===== src/hw/bdm_defs.svh =====
// Constants for the banked data memory and core status register
`ifndef BDM_DEFS_SVH
`define BDM_DEFS_SVH

// ----------------------------------------------------------------
// File addresses within a bank
// ----------------------------------------------------------------
`define BDM_ADDR_INDIRECT 7'h00
`define BDM_ADDR_STATUS 7'h03
`define BDM_ADDR_POINTER 7'h04
`define BDM_GPR_FIRST 7'h0C
`define BDM_GPR_LAST 7'h2F
`define BDM_BANK_LAST 7'h7F
`define BDM_STATUS_MIRROR 9'h083

// ----------------------------------------------------------------
// Bank base addresses
// ----------------------------------------------------------------
`define BDM_BANK0_BASE 9'h000
`define BDM_BANK1_BASE 9'h080
`define BDM_BANK2_BASE 9'h100
`define BDM_BANK3_BASE 9'h180

// ----------------------------------------------------------------
// Status register fields and reset values
// ----------------------------------------------------------------
`define BDM_BIT_IND_BANK 7
`define BDM_BIT_BANK_HIGH 6
`define BDM_BIT_BANK_LOW 5
`define BDM_BIT_WDT 4
`define BDM_BIT_PD 3
`define BDM_BIT_ZERO 2
`define BDM_BIT_NIBBLE 1
`define BDM_BIT_MSB 0
`define BDM_STATUS_RESET 8'h18
`define BDM_POINTER_RESET 8'h00

`endif


===== src/hw/bdm_pkg.sv =====
// Types shared by the data memory block and its flag logic
package bdm_pkg;

    // ----------------------------------------------------------------
    // Operation applied to the file operand
    // ----------------------------------------------------------------
    typedef enum logic [3:0] {
        BDM_OP_MOVE = 4'h0,
        BDM_OP_SWAP = 4'h1,
        BDM_OP_ADD = 4'h2,
        BDM_OP_SUB = 4'h3,
        BDM_OP_AND = 4'h4,
        BDM_OP_IOR = 4'h5,
        BDM_OP_XOR = 4'h6,
        BDM_OP_RRF = 4'h7,
        BDM_OP_RLF = 4'h8,
        BDM_OP_CLR = 4'h9
    } bdm_op_t;

    // ----------------------------------------------------------------
    // What a physical file address decodes to
    // ----------------------------------------------------------------
    typedef enum logic [1:0] {
        BDM_RGN_NONE = 2'h0,
        BDM_RGN_STATUS = 2'h1,
        BDM_RGN_POINTER = 2'h2,
        BDM_RGN_GPR = 2'h3
    } bdm_region_t;

endpackage


===== src/hw/bdm_flag_alu.sv =====
// Result and flag logic for operations that target the register file
`timescale 1ns/1ps

module bdm_flag_alu (
    // Operation and operands
    input wire bdm_pkg::bdm_op_t op,
    input wire logic [7:0] w_operand,
    input wire logic [7:0] f_operand,
    input wire logic carry_in,
    // Result and flags
    output logic [7:0] result,
    output logic flag_z,
    output logic flag_dc,
    output logic flag_c,
    output logic upd_z,
    output logic upd_dc,
    output logic upd_c
);
    import bdm_pkg::*;

    logic [8:0] sum;
    logic [4:0] nib;

    // ----------------------------------------------------------------
    // Result and flag selection
    // ----------------------------------------------------------------
    // Subtraction adds the two's complement, so the carries read as not-borrow
    always_comb begin
        sum = 9'h000;
        nib = 5'h00;
        result = f_operand;
        flag_dc = 1'b0;
        flag_c = 1'b0;
        upd_z = 1'b1;
        upd_dc = 1'b0;
        upd_c = 1'b0;
        unique case (op)
            BDM_OP_MOVE: begin
                result = w_operand;
                upd_z = 1'b0;
            end
            BDM_OP_SWAP: begin
                result = {f_operand[3:0], f_operand[7:4]};
                upd_z = 1'b0;
            end
            BDM_OP_ADD: begin
                sum = {1'b0, f_operand} + {1'b0, w_operand};
                nib = {1'b0, f_operand[3:0]} + {1'b0, w_operand[3:0]};
                result = sum[7:0];
                flag_c = sum[8];
                flag_dc = nib[4];
                upd_dc = 1'b1;
                upd_c = 1'b1;
            end
            BDM_OP_SUB: begin
                sum = {1'b0, f_operand} + {1'b0, ~w_operand} + 9'h001;
                nib = {1'b0, f_operand[3:0]} + {1'b0, ~w_operand[3:0]} + 5'h01;
                result = sum[7:0];
                flag_c = sum[8];
                flag_dc = nib[4];
                upd_dc = 1'b1;
                upd_c = 1'b1;
            end
            BDM_OP_AND: result = f_operand & w_operand;
            BDM_OP_IOR: result = f_operand | w_operand;
            BDM_OP_XOR: result = f_operand ^ w_operand;
            BDM_OP_RRF: begin
                result = {carry_in, f_operand[7:1]};
                flag_c = f_operand[0];
                upd_z = 1'b0;
                upd_c = 1'b1;
            end
            BDM_OP_RLF: begin
                result = {f_operand[6:0], carry_in};
                flag_c = f_operand[7];
                upd_z = 1'b0;
                upd_c = 1'b1;
            end
            BDM_OP_CLR: result = 8'h00;
            default: begin
                result = f_operand;
                upd_z = 1'b0;
            end
        endcase
        flag_z = (result == 8'h00);
    end

endmodule


===== src/hw/bdm_regfile.sv =====
// Banked data memory decode, general purpose RAM and the core status register
`timescale 1ns/1ps
`include "bdm_defs.svh"

module bdm_regfile #(
    parameter int GPR_DEPTH = 36
) (
    // Clock and reset
    input wire logic clk,
    input wire logic reset_n,
    // File access from the execution datapath
    input wire logic acc_valid,
    input wire logic acc_write,
    input wire logic acc_indirect,
    input wire logic [6:0] acc_addr,
    // Operation whose result is written back
    input wire bdm_pkg::bdm_op_t acc_op,
    input wire logic acc_flags_en,
    input wire logic [7:0] w_operand,
    input wire logic [7:0] f_operand,
    // Core events
    input wire logic wdt_clear_evt,
    input wire logic sleep_evt,
    input wire logic wdt_timeout_evt,
    // Read answer
    output logic rd_valid,
    output logic [7:0] rd_data,
    // Status view
    output logic [7:0] status,
    output logic [7:0] indirect_pointer,
    output logic [8:0] phys_addr
);
    import bdm_pkg::*;

    logic [7:0] gpr_mem [GPR_DEPTH];
    logic use_ind;
    bdm_region_t region;
    logic [7:0] alu_result;
    logic alu_z;
    logic alu_dc;
    logic alu_c;
    logic upd_z;
    logic upd_dc;
    logic upd_c;
    logic wr_en;
    logic flag_op;
    logic [7:0] next_status;
    logic [5:0] gpr_idx;

    // ----------------------------------------------------------------
    // Address helpers
    // ----------------------------------------------------------------
    // Base address of a bank from its two select bits
    function automatic logic [8:0] bank_base(input logic [1:0] sel);
        unique case (sel)
            2'b11: bank_base = `BDM_BANK3_BASE;
            2'b10: bank_base = `BDM_BANK2_BASE;
            2'b01: bank_base = `BDM_BANK1_BASE;
            default: bank_base = `BDM_BANK0_BASE;
        endcase
    endfunction

    // Only banks 0 and 1 are built; bank 1 shares the bank 0 registers and RAM
    function automatic bdm_region_t decode(input logic [8:0] a);
        if (a[8] || a[6:0] == `BDM_ADDR_INDIRECT) begin
            decode = BDM_RGN_NONE;
        end else if (a[6:0] == `BDM_ADDR_STATUS) begin
            decode = BDM_RGN_STATUS;
        end else if (a[6:0] == `BDM_ADDR_POINTER) begin
            decode = BDM_RGN_POINTER;
        end else if (a[6:0] >= `BDM_GPR_FIRST && a[6:0] <= `BDM_GPR_LAST) begin
            decode = BDM_RGN_GPR;
        end else begin
            decode = BDM_RGN_NONE;
        end
    endfunction

    // ----------------------------------------------------------------
    // Address formation
    // ----------------------------------------------------------------
    // Offset 00h is not a register; it redirects the access through the pointer
    assign use_ind = acc_indirect || (acc_addr == `BDM_ADDR_INDIRECT);
    assign phys_addr = use_ind
        ? {status[`BDM_BIT_IND_BANK], indirect_pointer}
        : bank_base(status[`BDM_BIT_BANK_HIGH:`BDM_BIT_BANK_LOW]) | {2'b00, acc_addr};
    assign region = decode(phys_addr);
    assign gpr_idx = 6'(phys_addr[6:0] - `BDM_GPR_FIRST);
    assign wr_en = acc_valid && acc_write;

    // ----------------------------------------------------------------
    // Result and flag logic
    // ----------------------------------------------------------------
    bdm_flag_alu u_flag_alu (
        .op(acc_op),
        .w_operand(w_operand),
        .f_operand(f_operand),
        .carry_in(status[`BDM_BIT_MSB]),
        .result(alu_result),
        .flag_z(alu_z),
        .flag_dc(alu_dc),
        .flag_c(alu_c),
        .upd_z(upd_z),
        .upd_dc(upd_dc),
        .upd_c(upd_c)
    );

    assign flag_op = acc_valid && acc_flags_en && (upd_z || upd_dc || upd_c);

    // ----------------------------------------------------------------
    // Status next value
    // ----------------------------------------------------------------
    // A flag-affecting op blocks the data write to all three flags, so a clear
    // of status leaves the carries untouched
    always_comb begin
        next_status = status;
        if (wr_en && region == BDM_RGN_STATUS) begin
            next_status[7:5] = alu_result[7:5];
            if (!flag_op) begin
                next_status[2:0] = alu_result[2:0];
            end
        end
        if (flag_op && upd_z) begin
            next_status[`BDM_BIT_ZERO] = alu_z;
        end
        if (flag_op && upd_dc) begin
            next_status[`BDM_BIT_NIBBLE] = alu_dc;
        end
        if (flag_op && upd_c) begin
            next_status[`BDM_BIT_MSB] = alu_c;
        end
        // Reset flags follow core events only; timeout wins over a clear
        if (wdt_clear_evt) begin
            next_status[`BDM_BIT_WDT] = 1'b1;
            next_status[`BDM_BIT_PD] = 1'b1;
        end
        if (sleep_evt) begin
            next_status[`BDM_BIT_WDT] = 1'b1;
            next_status[`BDM_BIT_PD] = 1'b0;
        end
        if (wdt_timeout_evt) begin
            next_status[`BDM_BIT_WDT] = 1'b0;
        end
    end

    // ----------------------------------------------------------------
    // Status register
    // ----------------------------------------------------------------
    // Power-up leaves both reset flags set
    always_ff @(posedge clk) begin
        if (!reset_n) begin
            status <= `BDM_STATUS_RESET;
        end else begin
            status <= next_status;
        end
    end

    // ----------------------------------------------------------------
    // Indirect pointer register
    // ----------------------------------------------------------------
    always_ff @(posedge clk) begin
        if (!reset_n) begin
            indirect_pointer <= `BDM_POINTER_RESET;
        end else if (wr_en && region == BDM_RGN_POINTER) begin
            indirect_pointer <= alu_result;
        end
    end

    // ----------------------------------------------------------------
    // General purpose RAM
    // ----------------------------------------------------------------
    // No reset on the array: RAM content is undefined after power-up
    always_ff @(posedge clk) begin
        if (wr_en && region == BDM_RGN_GPR) begin
            gpr_mem[gpr_idx] <= alu_result;
        end
    end

    // ----------------------------------------------------------------
    // Read answer, one cycle after the request
    // ----------------------------------------------------------------
    // Unbuilt locations read as zero
    always_ff @(posedge clk) begin
        if (!reset_n) begin
            rd_valid <= 1'b0;
            rd_data <= 8'h00;
        end else begin
            rd_valid <= acc_valid && !acc_write;
            if (acc_valid && !acc_write) begin
                unique case (region)
                    BDM_RGN_STATUS: rd_data <= status;
                    BDM_RGN_POINTER: rd_data <= indirect_pointer;
                    BDM_RGN_GPR: rd_data <= gpr_mem[gpr_idx];
                    BDM_RGN_NONE: rd_data <= 8'h00;
                endcase
            end
        end
    end
endmodule

===== config.mk =====
export PLATFORM = sky130hd
export DESIGN_NAME = bdm_regfile
export DESIGN_NICKNAME = d
export VERILOG_FILES = /design/src/hw/bdm_pkg.sv /design/src/hw/bdm_flag_alu.sv /design/src/hw/bdm_regfile.sv
export VERILOG_INCLUDE_DIRS = /design/src /design/src/hw
export SDC_FILE = /design/constraint.sdc
export NUM_CORES = 1
export LEC_CHECK = 0
export ABC_AREA = 1
export BUFFER_PORTS_ARGS = -buffer_cell sky130_fd_sc_hd__buf_2
export CAP_MARGIN = 20
export CORE_UTILIZATION = 50
export CTS_BUF_LIST = sky130_fd_sc_hd__clkbuf_2
export CTS_CLUSTER_DIAMETER = 120
export DETAILED_ROUTE_END_ITERATION = 8
export HOLD_SLACK_MARGIN = 0.12
export PLACE_DENSITY = 0.78
export SLEW_MARGIN = 20
export SYNTH_ARGS = -nofsm -noshare
export SYNTH_HDL_FRONTEND = slang
export SYNTH_SLANG_ARGS = --single-unit

===== constraint.sdc =====
create_clock -name clk -period 6.4 [get_ports clk]
set_input_delay 0.96 -clock clk [delete_from_list [all_inputs] [get_ports clk]]
set_output_delay 0.96 -clock clk [all_outputs]
set_load 0.1 [all_outputs]

* Yosys cells after proc, flatten, opt, wreduce, memory -nomap -nowiden
Memory sizes are Yosys's and may differ from the RTL's. Cells that the tools add are included.
Operators by class: add/sub/neg operators 7, order comparisons 2, equal/unequal tests 20, muxes and demuxes 23, bitwise gates (word level) 6, reduce and logical (&&, ||, !) cells 32
Operators by type and width (number):
- 8-bit one-hot mux with 10 select lines | 1
- 8-bit one-hot mux with 4 select lines | 1
- 9-bit one-hot mux with 3 select lines | 1
- 8-bit by 8-bit adder with 9-bit output | 2
- 4-bit by 3-bit == test with 1-bit output, second input constant | 4
- 7-bit logical NOT | 2
- 2-bit 2-to-1 mux | 6
- 1-bit logical AND | 11
- 4-bit by 4-bit adder with 5-bit output | 2
- 9-bit by 1-bit adder with 9-bit output, second input constant | 1
- 1-bit 2-to-1 mux | 9
- 9-bit 2-to-1 mux | 1
- 9-bit by 7-bit bitwise OR with 9-bit output | 1
- 8-bit bitwise AND | 1
- 2-bit == test, second input constant | 4
- 4-bit by 2-bit == test with 1-bit output, second input constant | 2
- 4-bit == test, second input constant | 2
- 8-bit logical NOT | 1
- 8-bit inverter | 1
- 8-bit bitwise OR | 1
- 2-bit nonzero test | 4
- 8-bit bitwise XOR | 1
- 7-bit by 2-bit == test with 1-bit output, second input constant | 1
- 7-bit by 3-bit == test with 1-bit output, second input constant | 1
- 20 further kinds | 29
Storage, ports and cells: flip-flop bits (word level) 25, bits in writable memories 288, input bits 36, output and inout port bits 34, word-level logic and storage cells 100, memories kept 1
Memory list:
- gpr_mem | words 36, bits a word 8, read ports 1, clocked after Yosys merged registers in 0, write ports 1, line bdm_regfile.sv:35 | logic [7:0] gpr_mem [GPR_DEPTH];

* Longest topological paths before layout
Gate-level depths: netlist of run 1.
depth after elaboration 14, gate-level depth with buffers 21, mapped depth without buffers 20

* Hierarchy
From an unflattened synthesis of run 1, not the netlist that was laid out.
Second synthesis, totals: cell total of the unflattened synthesis 1555, area total of the unflattened synthesis 14874.3 um2
By module, submodules not included:
- bdm_regfile | times used 1, cells an instance 1219, area an instance 13193.9 um2, sequential area each 9148.8 um2
- bdm_flag_alu | times used 1, cells an instance 336, area an instance 1680.4 um2, sequential area each 0.0 um2

* Worst setup path after synthesis of run 1
No wires, ideal clock.
path kind input -> register, from input port acc_addr[4], to memory gpr_mem[23][0] (enable), library setup time 0.383 ns, arrival 4.629 ns, data required time 6.017 ns, path slack 1.388 ns, stages 18, path buffers 2, cells stage by stage nor2_1 nand2_1 o21ai_4 buf_6 nand2_1 nand2_2 clkbuf_1 ha_1 inv_1 nor2_1 nor2_1 nor2_2 nand2_2 inv_2 nand4_2 nor2_4 nand3_1 nor3_1
On the way: longest elaborated chain between the ends 13, elaborated cells between the ends (all ways) 20, classes of those cells add/sub (1); order compare (2); eq/ne (3); mux (7); bitwise (1); reduce/logical (6)
Ends and longest elaborated chain:
- start: declaration | line bdm_regfile.sv:15 | input wire logic [6:0] acc_addr,
- 7-bit logical NOT (no source line) *
- 1-bit logical OR * | line bdm_regfile.sv:82 | assign use_ind = acc_indirect || (acc_addr == `BDM_ADDR_INDIRECT);
- 9-bit 2-to-1 mux * | line bdm_regfile.sv:83 | assign phys_addr = use_ind
- via phys_addr[2] | line bdm_regfile.sv:31 | output logic [8:0] phys_addr
- 7-bit by 4-bit greater-or-equal comparator with 1-bit output (no source line) / 7-bit by 6-bit <= comparator with 1-bit output (equally long branches)
- 1-bit logical AND (no source line)
- 2-bit 2-to-1 mux | line bdm_regfile.sv:71 | end else if (a[6:0] >= `BDM_GPR_FIRST && a[6:0] <= `BDM_GPR_LAST) begin
- 2-bit 2-to-1 mux | line bdm_regfile.sv:69 | end else if (a[6:0] == `BDM_ADDR_POINTER) begin
- 2-bit 2-to-1 mux | line bdm_regfile.sv:67 | end else if (a[6:0] == `BDM_ADDR_STATUS) begin
- 2-bit 2-to-1 mux | line bdm_regfile.sv:65 | if (a[8] || a[6:0] == `BDM_ADDR_INDIRECT) begin
- 2-bit == test | line bdm_regfile.sv:173 | if (wr_en && region == BDM_RGN_GPR) begin
- 1-bit logical AND | line bdm_regfile.sv:173
- 1-bit 2-to-1 mux | line bdm_regfile.sv:173
- 1-bit 2-to-1 mux (implied by the code) | line bdm_regfile.sv:174 | gpr_mem[gpr_idx] <= alu_result;
- end: declaration | line bdm_regfile.sv:35
The timed path passes the listed nets; every way through them passes the cells marked *.

* Final worst setup path of run 1
from input port acc_indirect, to memory gpr_mem[7][3] (enable)
On the way: longest elaborated chain between the ends 12, elaborated cells between the ends (all ways) 18, classes of those cells add/sub (1); order compare (2); eq/ne (3); mux (7); reduce/logical (5)
Ends and longest elaborated chain:
- start: declaration | line bdm_regfile.sv:14 | input wire logic acc_indirect,
- 1-bit logical OR * | line bdm_regfile.sv:82
- 9-bit 2-to-1 mux * | line bdm_regfile.sv:83
- 7-bit by 4-bit greater-or-equal comparator with 1-bit output (no source line) / 7-bit by 6-bit <= comparator with 1-bit output (equally long branches)
- 1-bit logical AND (no source line)
- 2-bit 2-to-1 mux | line bdm_regfile.sv:71
- 2-bit 2-to-1 mux | line bdm_regfile.sv:69
- 2-bit 2-to-1 mux | line bdm_regfile.sv:67
- 2-bit 2-to-1 mux | line bdm_regfile.sv:65
- 2-bit == test | line bdm_regfile.sv:173
- 1-bit logical AND | line bdm_regfile.sv:173
- 1-bit 2-to-1 mux | line bdm_regfile.sv:173
- 1-bit 2-to-1 mux (implied by the code) | line bdm_regfile.sv:174
Mark *: on every way between the ends. The rest lies on a longest branch, timed or not.

==> metrics.md, run 1 <==
| Metric | Value |
|---|---|
| First-pass GRT wire length | `60800 µm` |
| Cts hold-fix bufs | `0` |
| Crit path largest cell delay | `0.89 ns` |
| Max IR drop VDD | `0.000117 V` |
| DR vias | `11500` |
| Most common cell after layout, fill and taps aside | `nand2_1` |
| HPWL Detailed | `25200 µm` |
| Routed Antenna Nets | `0` |
| Post_cts resized | `0` |
| Final layout net count | `1651` |
| Share of cells above drive strength 1 | `0.149` |
| Final wirelength | `39000 µm` |
| Synth warn | `0` |
| CP Max Fanout | `62` |
| Seq cells post-synth | `313` |
| Hold Startpoint | `wdt_timeout_evt` |
| Switch share | `0.320` |
| Status | `finished with violations` |
| DR DRC count | `1` |
| Slew Viols, Final | `0` |
| Final setup vio count | `0` |
| Ranking of synthesized cells by area | `edfxtp_1 59%, nand2_1 11%, nand3_1 5.0%, nor2_1 3.6%, dfxtp_1 3.4%` |
| RSZ-0062 raised after global routing | `no` |
| Main flop type after synthesis | `edfxtp_1` |
| Critical Path End Type | `flop` |
| GRT overflow | `0` |
| Port Buffers | `69` |
| Final hold vios | `0` |
| Register-to-register setup slack | `2.68 ns` |
| Violated checks | `design-rule violations` |
| CP dominant cell by count | `nand2_1` |
| Seq pwr share | `0.542` |
| Period utilisation layout | `0.633` |
| Synth top area share | `0.590` |
| Die area | `30000 µm²` |
| Worst-Margin Slew | `1.11 ns` |
| Die W | `173 µm` |
| # fillers | `2457` |
| Syn Std Cell Area | `14700 µm²` |
| Max stage delay cell, worst path | `nor3_1` |
| Worst clock skew | `0.0856 ns` |
| Largest net degree at the start of global routing | `71` |
| DR vias/cell | `5.70` |
| GRT Util Overall | `0.262` |
| Clk Latency, worst-skew pair | `0.86 ns` |
| Sink Count | `313` |
| Pleak | `6.39 nW` |
| Mapped Nets | `1541` |
| Gate Count Post-Synth | `1473` |
| Critical path's top delay family | `simple AND/OR/NAND/NOR gates` |
| # Post-CTS Setup Buffers | `0` |
| Number of global-route vias before repair | `10900` |
| Synth async-reset ratio | `0` |
| Critical path type | `in -> reg` |
| Clock network power share | `0.283` |
| Root Buffer | `clkbuf_2` |
| Worst R2R Start | `indirect_pointer[0]` |
| Mean routed wirelength per cell | `19.3 µm` |
| Final worst slack | `2.35 ns` |
| Commonest non-fill, non-tap cells in the layout | `413 x nand2_1, 288 x edfxtp_1, 146 x nand3_1` |
| Sequential area share after synthesis | `0.624` |
| Initial antenna violation count | `1` |
| Synthesis-to-finish area growth | `8.98%` |
| Crit-path cells | `buf_2, inv_1, o21ai_4, nand2_1, nand2_4, nand2_1, o21ai_1, nand2_1, nand2_2, inv_2, nand4_2, nor2_4, nand3_1, nor3_1` |
| Post-synth EDFFs | `288` |
| Highest clock rate | `247 MHz` |
| Inserted Clock Buffers | `75` |
| CP Data Arrival Time | `4.52 ns` |
| Power density over cell area | `266 nW/µm²` |
| Count of cell types in the netlist | `46` |
| Crit path launch | `acc_indirect` |
| Clk buf depth | `3` |
| HP Class | `in -> reg` |
| I/O pin cnt | `70` |
| Worst setup SP type | `input pin` |
| Int Power | `2.89 mW` |
| CP required | `6.87 ns` |
| Core ar. | `28800 µm²` |
| P_sw | `1.36 mW` |
| Max-slew headroom | `0.256` |
| Clock Pin Slew Worst Setup and Hold Paths | `0.09 ns` |
| CP bufs+invs | `3` |
| CTS tree | `yes` |
| Setup Slack @ Placement | `1.60 ns` |
| DRT Pass-1 Iters | `8` |
| Final min period | `4.05 ns` |
| GPL Wtd Cong | `0.948` |
| Starting density of the core | `0.509` |
| DRT iter0 DRCs | `1582` |
| CTS H-tree lvls | `3` |
| Die Height | `173 µm` |
| Synthesized area per cell | `9.95 µm²` |
| Max cap viols | `0` |
| Setup_tns | `0 ns` |
| Rows | `62` |
| Cell taking the most area after synthesis | `edfxtp_1` |
| Gate power share | `0.175` |
[metal layers]
metal | wire length, µm | GRT usage
met5 | 0 | 0
met4 | 990 | 0.0896
met3 | 4250 | 0.0498
met2 | 18000 | 0.408
met1 | 15800 | 0.372
[per-stage QoR]
step | hold slack [ns] | utilization | area, µm² | total power [mW] | cells
6_report | 0.340 | 0.555 | 16000 | 4.25 | 2015
5_1_grt | 0.299 | 0.555 | 16000 | 4.41 | 2015
4_1_cts | 0.303 | 0.555 | 16000 | 4.25 | 2014
3_5_place_dp | 0.463 | 0.533 | 15400 | 3.08 | 1890
3_3_place_gp | 0.454 | 0.533 | 15400 | 3.07 | 1890
2_1_floorplan | 0.569 | - | 14700 | 2.84 | 1473
[registers in the layout, summed over array words and instances (netlist names)]
register          flops
gpr_mem             288
indirect_pointer      8
rd_data               8
rd_valid              1
status                8
[synth_stat cells, types with 3 or more instances]
cell,number
o21ai_1,3
o21ai_0,92
nor3_1,13
nand3_2,3
a21oi_1,53
or2_2,5
nand3b_1,7
clkbuf_1,13
o22ai_1,28
dfxtp_1,25
nand2_4,3
buf_2,30
nand4_1,9
ha_1,30
a211oi_1,4
o211ai_1,4
buf_4,4
nand2_1,414
nor2_2,4
nand3_1,146
nor2_1,142
inv_2,3
edfxtp_1,288
nand2_2,8
inv_1,113
[power groups by stage]
stage	sequential (mW)	combinational, mW	clock [mW]
2_1_floorplan	2.42	0.421	0
3_3_place_gp	2.35	0.718	0
4_1_cts	2.30	0.731	1.21
5_1_grt	2.31	0.798	1.31
3_5_place_dp	2.35	0.728	0
6_report	2.30	0.744	1.20
[cells by family after synthesis]
kind of cell | synth area share
adder cells (fa/ha/maj) | 0.0283
AO/OA/AOI/OAI | 0.0756
buffers and inverters | 0.0478
flip-flops | 0.624
multiplexers | 0.00145
AND/OR/NAND/NOR | 0.223
[final timing paths]
path | endpoint | cells past startpoint
worst max-delay path | gpr_mem[7][3] | 14
worst min-delay path | status[4] | 2
worst max register to register | gpr_mem[7][3] | 11
worst min register to register | rd_data[4] | 2
[final cells by class]
cell class	instances	area [µm²]	area share
tap	384	480	0.0301
sequential	313	9150	0.573
timing repair buffer	84	458	0.0287
multi-input combinational	992	4830	0.303
clock buffer	104	520	0.0326
inverter	117	442	0.0276
clock inverter	20	91.3	0.00572
antenna	1	2.50	0.000157
Power figures use the tool's default switching activity.
==> inputs of run 2 (changes only) <==
--- a/config.mk
+++ b/config.mk
@@ -6,7 +6,7 @@
 export SDC_FILE = /design/constraint.sdc
 export NUM_CORES = 1
 export LEC_CHECK = 0
-export ABC_AREA = 1
+export ABC_AREA = 0
 export BUFFER_PORTS_ARGS = -buffer_cell sky130_fd_sc_hd__buf_2
 export CAP_MARGIN = 20
 export CORE_UTILIZATION = 50
==> constraint.sdc (replaced) <==
create_clock -name clk -period 4.2 [get_ports clk]
set_input_delay 0.63 -clock clk [delete_from_list [all_inputs] [get_ports clk]]
set_output_delay 0.63 -clock clk [all_outputs]
set_load 0.1 [all_outputs]
==> metrics.md, run 2 <==
| Metric | Value |
|---|---|
| CTS tree | `yes (unchanged)` |
| Worst setup SP type | `flop (was input pin)` |
| CTS H-tree lvls | `3 (unchanged)` |
| Die W | `173 µm (about the same)` |
| Finished Core Util | `0.578 (was 0.555)` |
| Starting density of the core | `0.509 (about the same)` |
| Met3 Use GR | `0.0734 (was 0.0498)` |
| # Post-CTS Setup Buffers | `0 (unchanged)` |
| Initial antenna violation count | `1 (unchanged)` |
| Setup Slack @ Placement | `0.383 ns (was 1.60 ns)` |
| Final layout net count | `1440 (was 1651)` |
| Synth warn | `0 (unchanged)` |
| CP required | `3.57 ns (was 6.87 ns)` |
| Share of cells above drive strength 1 | `0.221 (was 0.149)` |
| DR vias/cell | `6.40 (was 5.70)` |
| DRT Pass-1 Iters | `9 (was 8)` |
| CP Max Fanout | `38 (was 62)` |
| Final min period | `3.72 ns` |
| Post-synth EDFFs | `288 (unchanged)` |
| Core ar. | `28700 µm² (was 28800 µm²)` |
| Met1 GRT Util | `0.390 (was 0.372)` |
| Commonest non-fill, non-tap cells in the layout | `288 x edfxtp_1, 170 x nand2_1, 111 x clkbuf_2 (was 413 x nand2_1, 288 x edfxtp_1, 146 x nand3_1)` |
| Synthesis-to-finish area growth | `13.6% (was 8.98%)` |
| Critical path type | `reg -> out (was in -> reg)` |
| Root Buffer | `clkbuf_2 (unchanged)` |
| Status | `finished, final reports clean (was finished with violations)` |
| Routed Antenna Nets | `0 (unchanged)` |
| Mapped Nets | `1324 (was 1541)` |
| Most frequent cell after synthesis | `edfxtp_1 (was nand2_1)` |
| Post_cts resized | `0 (unchanged)` |
| Number of global-route vias before repair | `11000 (was 10900)` |
| GPL Wtd Cong | `0.988 (was 0.948)` |
| Die area | `29900 µm² (was 30000 µm²)` |
| GRT overflow | `0 (unchanged)` |
| Flip-flop count of the largest register after layout | `288 (unchanged)` |
| DR DRC count | `0 (was 1)` |
| Register-to-register setup slack | `0.73 ns (was 2.68 ns)` |
| Count of cell types in the netlist | `81 (was 46)` |
| Synth async-reset ratio | `0 (unchanged)` |
| FF-to-FF End | `rd_data[6] (was gpr_mem[7][3])` |
| Worst clock skew | `0.0763 ns (was 0.0856 ns)` |
| Max-slew headroom | `0.440 (was 0.256)` |
| Final worst slack | `0.477 ns (was 2.35 ns)` |
| Final setup vio count | `0 (unchanged)` |
| Met2 usage | `0.420 (was 0.408)` |
| Sequential cell area | `9150 µm² (about the same)` |
| Synthesized area per cell | `11.6 µm² (was 9.95 µm²)` |
| GRT Util Overall | `0.282 (was 0.262)` |
| Clk Latency, worst-skew pair | `0.86 ns (about the same)` |
| Clk buf depth | `3 (unchanged)` |
| Gate Count Post-Synth | `1256 (was 1473)` |
| Worst R2R Start | `indirect_pointer[1] (was indirect_pointer[0])` |
| I/O pin cnt | `70 (unchanged)` |
| Sink Count | `313 (unchanged)` |
| Inserted Clock Buffers | `74 (was 75)` |
| Synth top area share | `0.592 (was 0.590)` |
| Rows | `62 (unchanged)` |
| Pleak | `5.94 nW (was 6.39 nW)` |
| # fillers | `2277 (was 2457)` |
| DRT iter0 DRCs | `2021 (was 1582)` |
| Max IR drop VDD | `0.000160 V (was 0.000117 V)` |
| Slew Viols, Final | `0 (unchanged)` |
| Ranking of synthesized cells by area | `edfxtp_1 59%, nand2_1 4.4%, dfxtp_1 3.4%, nor2_1 2.6%, ha_1 2.6% (was edfxtp_1 59%, nand2_1 11%, nand3_1 5.0%, nor2_1 3.6%, dfxtp_1 3.4%)` |
| Port Buffers | `69 (unchanged)` |
| Period utilisation layout | `0.886` |
| Top reg by flops | `gpr_mem (unchanged)` |
| Most common cell after layout, fill and taps aside | `edfxtp_1 (was nand2_1)` |
| Max cap viols | `0 (unchanged)` |
| GRT busiest layer | `met2 (unchanged)` |
| Reg2Reg Depth | `10 (was 11)` |
| Syn Std Cell Area | `14600 µm² (was 14700 µm²)` |
| Area occupied by multi-input gates | `5370 µm² (was 4830 µm²)` |
| Final hold vios | `0 (unchanged)` |
| DR vias | `11600 (was 11500)` |
| CP Data Arrival Time | `3.09 ns (was 4.52 ns)` |
| Hold Path End | `status[0] (was status[4])` |
| Main flop type after synthesis | `edfxtp_1 (unchanged)` |
| Most frequent cells after synthesis | `288 x edfxtp_1, 172 x nand2_1, 103 x nor2_1, 59 x nand3_1, 56 x a21oi_1 (was 414 x nand2_1, 288 x edfxtp_1, 146 x nand3_1, 142 x nor2_1, 113 x inv_1)` |
| Sequential area share after synthesis | `0.626 (was 0.624)` |
| Hold path depth | `2 (unchanged)` |
| Hold Startpoint | `reset_n (was wdt_timeout_evt)` |
| Mean routed wirelength per cell | `23.4 µm (was 19.3 µm)` |
| HPWL Detailed | `27200 µm (was 25200 µm)` |
| RSZ-0062 raised after global routing | `no (unchanged)` |
| Cts hold-fix bufs | `4 (was 0)` |
| Worst-Margin Slew | `0.835 ns (was 1.11 ns)` |
| First-pass GRT wire length | `64000 µm (was 60800 µm)` |
| Final wirelength | `42300 µm (was 39000 µm)` |
| Highest clock rate | `269 MHz` |
| HP Class | `in -> reg (unchanged)` |
| Cell taking the most area after synthesis | `edfxtp_1 (unchanged)` |
| Critical Path End Type | `output port (was flop)` |
| Clock Pin Slew Worst Setup and Hold Paths | `0.12 ns (was 0.09 ns)` |
| Largest net degree at the start of global routing | `56 (was 71)` |
| Power density over cell area | `383 nW/µm² (was 266 nW/µm²)` |
| Die Height | `173 µm (about the same)` |
| Seq cells post-synth | `313 (unchanged)` |
[run 2: cell types whose count changed in the layout (fill, tap and decap cells not counted), sizes merged, moves of 15 or more]
cell    change
buf        +32
nor2b      +17
nand2     -253
nor2       -47
o211ai     +15
o22ai      +20
o21ai      -50
nand3      -90
mux2i      +19
a31oi      +21
inv        -75
[run 2: per-stage QoR]
step                      hold WS [ns]  power, mW  TNS (ns)  cells  area, µm²
after floorplan                  0.571       4.08     -2.21   1256      14900
after global placement           0.553       4.41         0   1676      15900
after detailed placement         0.551       4.42         0   1676      15900
after CTS                        0.170       6.35         0   1807      16600
after global routing             0.245       6.55         0   1809      16600
final                            0.234       6.37         0   1809      16600
[run 2: how the worst max path moves through the flow]
stage / startpoint / to / slack (ns) / cells past startpoint
6_report: indirect_pointer[2] / phys_addr[2] / 0.48 / 4
5_1_grt: indirect_pointer[2] / phys_addr[2] / 0.39 / 4
4_1_cts: indirect_pointer[2] / phys_addr[2] / 0.48 / 4
3_5_place_dp: acc_addr[4] / gpr_mem[4][3] / 0.38 / 10
3_3_place_gp: acc_addr[4] / gpr_mem[0][0] / 0.44 / 10
2_1_floorplan: acc_addr[0] / gpr_mem[13][0] / -0.02 / 8
[run 2: critical path, cell delays in order (launching register included)]
cell	delay (ns)
dfxtp_2	0.42
or4b_2	0.64
o21ai_4	0.22
buf_4	0.45
buf_2	0.54
[run 2: cell families after synthesis]
group,share of synthesized area
AO/OA/AOI/OAI,0.145
XOR/XNOR,0.00540
flip-flops,0.626
buffers and inverters,0.0336
multiplexers,0.0237
adder cells (fa/ha/maj),0.0284
AND/OR/NAND/NOR,0.138
[run 2: where the power goes]
part	internal [mW]	leakage [nW]	switching (mW)
combinational	0.233	2.62	0.655
clock	0.820	0.522	1.17
sequential	3.48	2.80	0.00873
total	4.53	5.94	1.83
[run 2: final cells by class]
cell class	instances	area share
clock buffer	111	0.0335
multi-input combinational	821	0.323
sequential	313	0.551
antenna	2	0.000302
timing repair buffer	120	0.0460
tap	384	0.0289
clock inverter	16	0.00731
inverter	42	0.00950
[run 2: per-layer routing]
layer	vias up	share of wire
met5	-	0
met4	0	0.042
met3	165	0.14
met2	970	0.45
met1	5413	0.38
li1	5031	-
